## src/rtl/pwt_cfg.svh

```systemverilog
// Reset values and fixed sizes for the pulse width timer
`ifndef PWT_CFG_SVH
`define PWT_CFG_SVH
`define PWT_NUM_MATCH   7
`define PWT_NUM_CAP     2
`define PWT_CNT_W       32
`define PWT_SYNC_DEPTH  3
`define PWT_RST_COUNT   32'h0000_0000
`define PWT_RST_PWM     1'b0
`define PWT_PERIOD_IDX  0
`endif

```

## src/rtl/pwt_pkg.sv

```systemverilog
// Types shared by the pulse width timer
package pwt_pkg;
	typedef enum logic [1:0] {
		PWT_MODE_TIMER = 2'h0,
		PWT_MODE_RISE  = 2'h1,
		PWT_MODE_FALL  = 2'h2,
		PWT_MODE_BOTH  = 2'h3
	} pwt_count_mode_type;

	typedef struct packed {
		logic irq_en;
		logic reset_en;
		logic stop_en;
	} pwt_match_ctrl_type;

	typedef struct packed {
		logic on_rise;
		logic on_fall;
		logic irq_en;
	} pwt_cap_ctrl_type;
endpackage

```

## src/rtl/pwt_timer.sv

```systemverilog
// Timer/counter with prescaler, capture and multi-output pulse width logic
// Summary of operation
// - Seven match registers compare against the count for outputs and events.
// - Count clears when it equals the cycle period match value.
// - Single-edge output falls at the count of its own match register.
// - All single-edge outputs with a nonzero match value rise together at the cycle period match.
// - Each extra single-edge output uses just one more match register.
// - Double-edge output takes rise and fall from two match registers.
// - Rise before fall gives positive pulse; reversed gives negative pulse.
// - Thirty-two bit counter fed through a programmable 32-bit prescaler.
// - Counter counts clock cycles or edges of an external count input.
// - Per match: continue, stop or reset timer, each with optional interrupt.
// - Capture input transition latches the count, optional interrupt.
// - Single-edge output programmed constant low never rises.
// - Match values apply only after release, at the cycle boundary in pulse mode.
// - With pulse mode off the block is a plain timer/counter.
`include "pwt_cfg.svh"

module pwt_timer #(
	parameter int NUM_MATCH = `PWT_NUM_MATCH,
	parameter int NUM_CAP   = `PWT_NUM_CAP,
	parameter int CNT_W     = `PWT_CNT_W
) (
	// Clock and reset
	input  wire logic                         core_clk,
	input  wire logic                         rst_b,
	// Counter control
	input  wire logic                         counter_enable,
	input  wire logic                         counter_reset,
	input  wire logic                         pwm_enable,
	input  wire pwt_pkg::pwt_count_mode_type  count_mode,
	input  wire logic                         count_src_sel,
	input  wire logic [CNT_W-1:0]             prescale_max,
	// Match setup
	input  wire logic [NUM_MATCH-1:0][CNT_W-1:0] match_value,
	input  wire pwt_pkg::pwt_match_ctrl_type [NUM_MATCH-1:0] match_ctrl,
	input  wire logic [NUM_MATCH-1:0]         match_release,
	input  wire logic [NUM_MATCH-1:0]         double_edge,
	// Capture setup and pins
	input  wire logic [NUM_CAP-1:0]           cap_pin,
	input  wire pwt_pkg::pwt_cap_ctrl_type [NUM_CAP-1:0] cap_ctrl,
	// Flag clears, one-cycle pulses
	input  wire logic [NUM_MATCH-1:0]         match_flag_clear,
	input  wire logic [NUM_CAP-1:0]           cap_flag_clear,
	// Status
	output logic [CNT_W-1:0]                  timer_count,
	output logic [CNT_W-1:0]                  prescale_count,
	output logic                              timer_halted,
	output logic [NUM_CAP-1:0][CNT_W-1:0]     capture_value,
	output logic [NUM_MATCH-1:0]              match_flag,
	output logic [NUM_CAP-1:0]                cap_flag,
	output logic                              irq,
	// Pulse outputs, index 0 unused and held low
	output logic [NUM_MATCH-1:0]              pwm_out
);
	import pwt_pkg::*;

	initial begin
		if (NUM_MATCH < 4 || NUM_CAP < 1 || CNT_W < 2)
			$error("pwt_timer: unsupported parameter values");
	end

	// Pin synchronisers; a change counts once stages two and three agree
	logic [NUM_CAP-1:0] sync1;
	logic [NUM_CAP-1:0] sync2;
	logic [NUM_CAP-1:0] sync3;
	logic [NUM_CAP-1:0] cap_lvl;
	logic [NUM_CAP-1:0] next_cap_lvl;
	logic [NUM_CAP-1:0] cap_rise;
	logic [NUM_CAP-1:0] cap_fall;
	logic [NUM_CAP-1:0] cap_ev;

	always_comb begin
		next_cap_lvl = cap_lvl;
		cap_rise     = '0;
		cap_fall     = '0;
		for (int i = 0; i < NUM_CAP; i++) begin
			if (sync2[i] == sync3[i]) begin
				next_cap_lvl[i] = sync3[i];
				cap_rise[i]     = sync3[i] & ~cap_lvl[i];
				cap_fall[i]     = ~sync3[i] & cap_lvl[i];
			end
		end
		for (int i = 0; i < NUM_CAP; i++)
			cap_ev[i] = (cap_rise[i] & cap_ctrl[i].on_rise) |
				(cap_fall[i] & cap_ctrl[i].on_fall);
	end

	always_ff @(posedge core_clk or negedge rst_b) begin
		if (!rst_b) begin
			sync1   <= '0;
			sync2   <= '0;
			sync3   <= '0;
			cap_lvl <= '0;
		end else begin
			sync1   <= cap_pin;
			sync2   <= sync1;
			sync3   <= sync2;
			cap_lvl <= next_cap_lvl;
		end
	end

	// Count source: clock cycles or edges of the chosen input
	logic src_rise;
	logic src_fall;
	logic advance;
	logic tick;

	always_comb begin
		src_rise = cap_rise[count_src_sel];
		src_fall = cap_fall[count_src_sel];
		unique case (count_mode)
			PWT_MODE_TIMER: advance = 1'b1;
			PWT_MODE_RISE:  advance = src_rise;
			PWT_MODE_FALL:  advance = src_fall;
			PWT_MODE_BOTH:  advance = src_rise | src_fall;
		endcase
		advance = advance & counter_enable & ~timer_halted;
		tick = advance && (prescale_count == prescale_max);
	end

	// Released match values, loaded at the cycle boundary in pulse mode
	logic [NUM_MATCH-1:0][CNT_W-1:0] active_match;
	logic [NUM_MATCH-1:0][CNT_W-1:0] next_active_match;
	logic [NUM_MATCH-1:0]            pending;
	logic [NUM_MATCH-1:0]            next_pending;
	logic [NUM_MATCH-1:0]            mev;
	logic                            any_reset;
	logic                            any_stop;
	logic                            apply;

	always_comb begin
		any_reset = 1'b0;
		any_stop  = 1'b0;
		for (int i = 0; i < NUM_MATCH; i++) begin
			mev[i] = tick && (timer_count == active_match[i]);
			if (mev[i] && match_ctrl[i].reset_en)
				any_reset = 1'b1;
			if (mev[i] && match_ctrl[i].stop_en)
				any_stop = 1'b1;
		end
		if (pwm_enable && mev[`PWT_PERIOD_IDX])
			any_reset = 1'b1;
		// Outside pulse mode no cycle exists, so values load at once
		apply = ~pwm_enable | mev[`PWT_PERIOD_IDX];
		next_active_match = active_match;
		for (int i = 0; i < NUM_MATCH; i++)
			if (apply && pending[i])
				next_active_match[i] = match_value[i];
		// A release landing on an apply cycle stays pending: harmless
		next_pending = (pending & ~{NUM_MATCH{apply}}) | match_release;
	end

	always_ff @(posedge core_clk or negedge rst_b) begin
		if (!rst_b) begin
			active_match <= '0;
			pending      <= '0;
		end else begin
			active_match <= next_active_match;
			pending      <= next_pending;
		end
	end

	// Prescaler, counter and stop latch
	logic [CNT_W-1:0] next_timer_count;
	logic [CNT_W-1:0] next_prescale_count;
	logic             next_timer_halted;

	always_comb begin
		next_timer_count    = timer_count;
		next_prescale_count = prescale_count;
		next_timer_halted   = timer_halted & counter_enable;
		if (counter_reset) begin
			next_timer_count    = `PWT_RST_COUNT;
			next_prescale_count = `PWT_RST_COUNT;
		end else if (advance) begin
			if (tick) begin
				next_prescale_count = `PWT_RST_COUNT;
				if (any_reset)
					next_timer_count = `PWT_RST_COUNT;
				else
					next_timer_count = timer_count + 1'b1;
			end else begin
				next_prescale_count = prescale_count + 1'b1;
			end
		end
		if (any_stop)
			next_timer_halted = 1'b1;
	end

	always_ff @(posedge core_clk or negedge rst_b) begin
		if (!rst_b) begin
			timer_count    <= `PWT_RST_COUNT;
			prescale_count <= `PWT_RST_COUNT;
			timer_halted   <= 1'b0;
		end else begin
			timer_count    <= next_timer_count;
			prescale_count <= next_prescale_count;
			timer_halted   <= next_timer_halted;
		end
	end

	// Captures and sticky flags; a new event beats a clear
	logic [NUM_CAP-1:0][CNT_W-1:0] next_capture_value;
	logic [NUM_MATCH-1:0]          next_match_flag;
	logic [NUM_CAP-1:0]            next_cap_flag;
	logic                          next_irq;

	always_comb begin
		next_capture_value = capture_value;
		for (int i = 0; i < NUM_CAP; i++)
			if (cap_ev[i])
				next_capture_value[i] = timer_count;
		next_match_flag = (match_flag & ~match_flag_clear) | mev;
		next_cap_flag   = (cap_flag & ~cap_flag_clear) | cap_ev;
		next_irq = 1'b0;
		for (int i = 0; i < NUM_MATCH; i++)
			next_irq = next_irq |
				(next_match_flag[i] & match_ctrl[i].irq_en);
		for (int i = 0; i < NUM_CAP; i++)
			next_irq = next_irq |
				(next_cap_flag[i] & cap_ctrl[i].irq_en);
	end

	always_ff @(posedge core_clk or negedge rst_b) begin
		if (!rst_b) begin
			capture_value <= '0;
			match_flag    <= '0;
			cap_flag      <= '0;
			irq           <= 1'b0;
		end else begin
			capture_value <= next_capture_value;
			match_flag    <= next_match_flag;
			cap_flag      <= next_cap_flag;
			irq           <= next_irq;
		end
	end

	// Pulse outputs; a fall coinciding with a rise wins
	logic [NUM_MATCH-1:0] next_pwm_out;
	logic [NUM_MATCH-1:0] set_ev;

	always_comb begin
		next_pwm_out = pwm_out;
		set_ev       = '0;
		for (int n = 1; n < NUM_MATCH; n++) begin
			if (double_edge[n] && n >= 2)
				set_ev[n] = mev[n-1];
			else
				// Zero in the edge register means constant low
				set_ev[n] = mev[`PWT_PERIOD_IDX] &&
					(active_match[n] != '0);
			if (mev[n])
				next_pwm_out[n] = 1'b0;
			else if (set_ev[n])
				next_pwm_out[n] = 1'b1;
		end
		next_pwm_out[0] = 1'b0;
		if (!pwm_enable)
			next_pwm_out = '0;
	end

	always_ff @(posedge core_clk or negedge rst_b) begin
		if (!rst_b)
			pwm_out <= '0;
		else
			pwm_out <= next_pwm_out;
	end

	// Checks
	property p_period_clear;
		@(posedge core_clk) disable iff (!rst_b)
		pwm_enable && mev[0] |=> timer_count == '0;
	endproperty
	a_period_clear: assert property (p_period_clear)
		else $error("count not cleared at period match");

	property p_count_step;
		@(posedge core_clk) disable iff (!rst_b)
		tick && !any_reset && !counter_reset
			|=> timer_count == $past(timer_count) + 1'b1;
	endproperty
	a_count_step: assert property (p_count_step)
		else $error("count did not step on prescaler wrap");

	property p_presc_wrap;
		@(posedge core_clk) disable iff (!rst_b)
		tick |=> prescale_count == '0;
	endproperty
	a_presc_wrap: assert property (p_presc_wrap)
		else $error("prescaler did not restart");

	property p_single_rise;
		@(posedge core_clk) disable iff (!rst_b)
		pwm_enable && mev[0] && !mev[1] && active_match[1] != '0
			|=> pwm_out[1];
	endproperty
	a_single_rise: assert property (p_single_rise)
		else $error("single-edge output missed cycle rise");

	property p_single_fall;
		@(posedge core_clk) disable iff (!rst_b)
		mev[1] |=> !pwm_out[1];
	endproperty
	a_single_fall: assert property (p_single_fall)
		else $error("single-edge output missed its fall");

	property p_const_low;
		@(posedge core_clk) disable iff (!rst_b)
		!double_edge[2] && active_match[2] == '0 && !pwm_out[2]
			|=> !pwm_out[2];
	endproperty
	a_const_low: assert property (p_const_low)
		else $error("constant low output rose");

	property p_double_edges;
		@(posedge core_clk) disable iff (!rst_b)
		pwm_enable && double_edge[3] && mev[2] && !mev[3]
			|=> pwm_out[3];
	endproperty
	a_double_edges: assert property (p_double_edges)
		else $error("double-edge output missed its rise");

	property p_hold_values;
		@(posedge core_clk) disable iff (!rst_b)
		pwm_enable && !mev[0] ##1 1'b1 |-> $stable(active_match);
	endproperty
	a_hold_values: assert property (p_hold_values)
		else $error("match value changed mid-cycle");

	property p_stop;
		@(posedge core_clk) disable iff (!rst_b)
		any_stop |=> timer_halted;
	endproperty
	a_stop: assert property (p_stop)
		else $error("timer did not stop on match");

	property p_capture;
		@(posedge core_clk) disable iff (!rst_b)
		cap_ev[0] |=> capture_value[0] == $past(timer_count)
			&& cap_flag[0];
	endproperty
	a_capture: assert property (p_capture)
		else $error("capture missed the count");

	property p_flag_irq;
		@(posedge core_clk) disable iff (!rst_b)
		mev[NUM_MATCH-2] && match_ctrl[NUM_MATCH-2].irq_en
			|=> match_flag[NUM_MATCH-2] && irq;
	endproperty
	a_flag_irq: assert property (p_flag_irq)
		else $error("match flag or interrupt missing");

	property p_plain_timer;
		@(posedge core_clk) disable iff (!rst_b)
		!pwm_enable |=> pwm_out == '0;
	endproperty
	a_plain_timer: assert property (p_plain_timer)
		else $error("pulse output active outside pulse mode");

	c_period: cover property (@(posedge core_clk) disable iff (!rst_b)
		pwm_enable && mev[0]);
	c_neg_pulse: cover property (@(posedge core_clk) disable iff (!rst_b)
		double_edge[3] && $fell(pwm_out[3]));
	c_capture: cover property (@(posedge core_clk) disable iff (!rst_b)
		cap_ev[0]);
endmodule
```

## config.mk

```make
export PLATFORM = sky130hd
export DESIGN_NAME = pwt_timer
export DESIGN_NICKNAME = d
export VERILOG_FILES = /design/src/rtl/pwt_pkg.sv /design/src/rtl/pwt_timer.sv
export VERILOG_INCLUDE_DIRS = /design/src /design/src/rtl
export SDC_FILE = /design/constraint.sdc
export NUM_CORES = 1
export LEC_CHECK = 0
export ABC_CLOCK_PERIOD_IN_PS = 5000
export BUFFER_PORTS_ARGS = -buffer_cell sky130_fd_sc_hd__buf_2
export CAP_MARGIN = 20
export CORE_MARGIN = 2
export CORE_UTILIZATION = 31
export CTS_CLUSTER_DIAMETER = 120
export CTS_CLUSTER_SIZE = 40
export DETAILED_ROUTE_END_ITERATION = 10
export GPL_TIMING_DRIVEN = 1
export SLEW_MARGIN = 40
export SYNTH_ARGS = -nofsm -noshare
export SYNTH_HDL_FRONTEND = slang
export SYNTH_SLANG_ARGS = --single-unit
```

## constraint.sdc

```tcl
create_clock -name core_clk -period 5 [get_ports core_clk]
set_input_delay 1.5 -clock core_clk [delete_from_list [all_inputs] [get_ports core_clk]]
set_output_delay 1.5 -clock core_clk [all_outputs]
set_load 0.01 [all_outputs]
```

# After elaboration in Yosys (flattened, before gate mapping)
# Index checks and enable logic that the tools add are counted.
# word_totals
regBits,385
mem_bits_rw,0
elab_cells,193
in_bits,316
mem_count,0
out_inout_bits,146
latch_bits,0
mem_bits_ro,0
# classes
eq_ne,19
reduce_logical,46
n_div,0
shift,0
bitwise,47
addsub,2
order_cmp,1
n_mux,50
mul,0
# ops
cell,n
equality test 32 bit,8
two-way mux 32 bit,7
nonzero test 32 bit,6
adder 32 x 1 -> 32 bit (second input constant),2
two-way mux 1 bit,41
logical AND 1 bit,36
bitwise AND 1 bit,20
inequality test 3 x 1 -> 1 bit (second input constant),6
bitwise AND 7 bit,2
inverter 7 bit,2
OR 7 bit,2
OR 1 bit,12
two-way mux 7 bit,1
inverter 1 bit,6
equality test 2 bit (second input constant),2
one-hot mux 1 bit (4 select lines),1
nonzero test 2 bit,2
bitwise AND 2 bit,1
equality test 1 bit,2
equality test 2 x 1 -> 1 bit (second input constant),1
logical NOT 2 bit,1
< comparator 1 x 2 -> 1 bit (second input constant),1
inverter 2 bit,1
OR 2 bit,1
AND reduction 2 bit,1

# Longest topological paths before layout
# logic_depth
depth_word,24
mapped_depth,12
depth_no_buf,9

# Least setup slack after synthesis
# No wires, ideal clock.
# synth_path
kind,input-to-reg
startpoint,in counter_enable
endpoint,reg active_match[130] in the netlist's numbering
slack_ns,1.594
path_stages,10
path_buffers,2
setup_ns,0.127
t_required_ns,4.873
arrival_ns,3.278
cell_sequence,nor2b_1 -> a21boi_0 -> a32oi_1 -> nor3_2 -> buf_2 -> nand2_2 -> nand2_4 -> nand2_4 -> buf_6 -> mux2_1
# synth_via
elab_chain_len,6
# synth_rtl
item,line,text
start: declaration,pwt_timer.sv:28,"input wire logic counter_enable,"
bitwise AND 1 bit (2 in a row),pwt_timer.sv:118,advance = advance & counter_enable & ~timer_halted;
logical AND 1 bit,pwt_timer.sv:119,tick = advance && (prescale_count == prescale_max);
logical AND 1 bit,pwt_timer.sv:136,mev[i] = tick && (timer_count == active_match[i]);
OR 1 bit,pwt_timer.sv:145,apply = ~pwm_enable | mev[`PWT_PERIOD_IDX];
logical AND 1 bit,pwt_timer.sv:148,if (apply && pending[i])
end signal: assignment,pwt_timer.sv:159,active_match <= next_active_match;
end: declaration,pwt_timer.sv:123,logic [NUM_MATCH-1:0][CNT_W-1:0] active_match;
# Every way passes these cells.
# A chain may end at the register's enable or synchronous reset.

# Worst setup path in the final report
# layout_path
startpoint,in counter_enable
endpoint,reg active_match[158] in the netlist's numbering
# Same word-level chain as after synthesis.

==> metrics.log <==
INFO  metric yosys.area.top_type = dfrtp_1
INFO  metric postCtsResizedCells = 0
INFO  metric pwr_density_cell = 278 mW/mm2
INFO  metric cts_setup_buffers = 0
INFO  metric critical_path.startpoint_type = primary input
INFO  metric via_per_inst = 5.15
INFO  metric core = 0.0615 mm2
INFO  metric avgRoutedWirePerCell = 25.2 um
INFO  metric grt_overflow_total = 0
INFO  metric clk_path_buf_depth = 3
INFO  metric synth-edff-count = 0
INFO  metric rrSetupSlack = 1.31 ns
INFO  metric critPathCaptureType = flop
INFO  metric dp_hpwl = 53.0 mm
INFO  metric core.rowCount = 91
INFO  metric worst_skew_pair.late_latency = 0.58 ns
INFO  metric timing.critical_path.required = 5.43 ns
INFO  metric synth.top_cell.area_share = 50.1%
INFO  metric nets_final = 2329
INFO  metric start_util = 31.2%
INFO  metric worst_r2r_path_depth = 8
INFO  metric slew_viol_final = 0
INFO  metric global_route.usage.total = 21.8%
INFO  metric timing.final.hold_violations = 0
INFO  metric crit_type = in2reg
INFO  metric port_buffers = 458
INFO  metric root_buffer = clkbuf_16
INFO  metric unrepaired_setup_endpoints_after_global_routing = no
INFO  metric postSynthCellCount = 1586
INFO  metric synthesis.area = 0.0192 mm2
INFO  metric numClockSinks = 384
INFO  metric fmaxAchievable = 253 MHz
INFO  metric static-leakage-power = 0.0106 uW
INFO  metric r2r-start = timer_count[16]
INFO  metric drive_above_1_share = 38.6%
INFO  metric tritoncts.num_buffers = 15
INFO  metric number_of_unique_standard_cell_types_used_by_synthesis = 67
INFO  metric min_period = 3.95 ns
INFO  metric drtAntennaViolNets = 0
INFO  metric status = finished, final reports clean
INFO  metric headroom_to_the_max_slew_limit = 38.9%
INFO  metric totalWireLength = 71.0 mm
INFO  metric number_of_global_route_vias_before_repair = 14900
INFO  metric crit_path_end = active_match[158]
INFO  metric finalCritPeriodShare = 78.9%
INFO  metric power.ir.vdd_worst = 0.254 mV
INFO  metric cts.hold.buffers_added = 0
INFO  metric final_core_util = 37.0%
INFO  metric clk_transition_reported_paths = 0.14 ns
INFO  metric r2r-end = active_match[158]
INFO  metric synth_sequential_area_ratio = 50.1%
INFO  metric routabilityCongestion = 0.863
INFO  metric vias = 14500
INFO  metric die_w = 253 um
INFO  metric first_iter_violations = 1020
INFO  metric worstHoldPathType = reg2reg
INFO  metric setup_tns = 0 ns
INFO  metric die_area = 0.0639 mm2
INFO  metric ctsHtreeMaxLevel = 1
INFO  metric synth_ff_type = dfrtp_1
INFO  metric layout.cells.most_common_list = buf_2 (457), dfrtp_1 (370), mux2_2 (211)
INFO  metric drt_first_pass_iters = 5
INFO  metric remaining_drc_errors = 0
INFO  metric post_synthesis_net_count = 1904
INFO  metric grt_antenna_before_repair = 10
INFO  metric layout.cells.most_common = buf_2
INFO  metric synth-warning-count = 0
INFO  metric synth.top_cells.by_area = dfrtp_1 (50%), mux2_2 (12%), xor2_1 (6.6%)
INFO  metric critPathMaxFanout = 32
INFO  metric critPathArrivalTime = 4.37 ns
INFO  metric synthArstFlopShare = 100%
INFO  metric flow.area_growth_from_synthesis = 18.5%
INFO  metric synth-seq-cells = 384
INFO  metric grt_max_degree = 92
INFO  metric first_pass_grt_wire_length = 101 mm
INFO  metric final.setup_skew = 0.0489 ns
INFO  metric startpoint = counter_enable
INFO  metric postSynthAreaPerCell = 12.1 um2
INFO  metric top_ports = 462
INFO  metric tritoncts_clock_tree = built
INFO  metric count_of_final_setup_violators = 0
INFO  metric chipHeight = 253 um
INFO  metric worst_pin_slew = 0.917 ns
INFO  metric timing.max_cap.violations = 0
[critical path, cell delays in order]
cell and delay [ns]:
buf_2 0.10, nor2b_1 0.31, a21boi_0 0.30, a32oi_1 0.22
nor3_2 0.24, buf_4 0.21, buf_4 0.20, nand2_2 0.20
nand2_4 0.32, nand2_4 0.32, mux2_1 0.42
[metrics by stage]
step	cells	area [um2]	setup WS (ns)	hold slack (ns)	power (uW)
floorplan	1586	19200	1.59	0.331	4250
global placement	2784	22200	0.510	0.338	4610
detailed placement	2784	22200	0.461	0.339	4640
CTS	2810	22700	1.06	0.371	6400
global route	2816	22700	0.865	0.386	6610
finish	2817	22700	1.05	0.370	6310
[where the power goes]
group          switching, uW  internal [uW]
Combinational            384            500
Clock                   1110            627
Sequential               303           3390
[synth_stat cells (9+ instances only)]
cell type / instances
mux2_1: 73
a21o_1: 22
a211o_1: 11
nor3_1: 12
clkbuf_1: 14
a21oi_1: 19
nand4_1: 64
xnor2_1: 135
inv_1: 21
buf_4: 21
xor2_1: 145
o21ai_0: 31
buf_6: 27
dfrtp_1: 384
and3_1: 9
or3_1: 15
mux2_2: 211
nor2_1: 63
nor4_1: 89
buf_2: 34
nand2_1: 55
nand3_1: 26
[cell type report]
type / count / area [um2]
sequential: 384 / 9630
clock buffer: 18 / 397
clock inverter: 8 / 116
fill: 6095 / 38800
multi-input combinational: 1083 / 8800
tap: 790 / 988
timing repair buffer: 506 / 2700
inverter: 21 / 78.8
antenna: 7 / 17.5
[cell families after synthesis]
group | synth area share (%)
and+or+nand+nor | 11.7
DFF | 50.1
muxes | 16.7
xor gates and xnor gates | 12.8
AOI/OAI and AO/OA | 4.29
buffers and inverters | 4.12
adders and majority gates | 0.235
other | 0.0196
[registers in the layout, summed over array words and instances, names as in the netlist]
name	cells
sync2	2
match_flag	7
cap_lvl	2
irq	1
timer_count	32
timer_halted	1
sync1	2
sync3	2
pwm_out	6
pending	7
cap_flag	2
capture_value	64
prescale_count	32
active_match	224
[worst min path at each step]
stage	start	to	slack, ns	cells past startpoint
floorplan	sync1[0]	sync2[0]	0.33	0
global placement	sync1[0]	sync2[0]	0.34	0
detailed placement	sync1[1]	sync2[1]	0.34	0
CTS	sync1[1]	sync2[1]	0.37	0
global route	sync1[1]	sync2[1]	0.39	0
finish	sync1[0]	sync2[0]	0.37	0
[metal layers]
metal	up-vias	track usage (%)	share of wire, %	wire [um]
met5	-	0	0.048	34
met4	6	7.27	3.2	2240
met3	96	3.60	6.6	4660
met2	549	37.7	49	34800
met1	7377	27.7	41	29200
li1	6472	-	-	-
(Power assumes the default switching activity.)
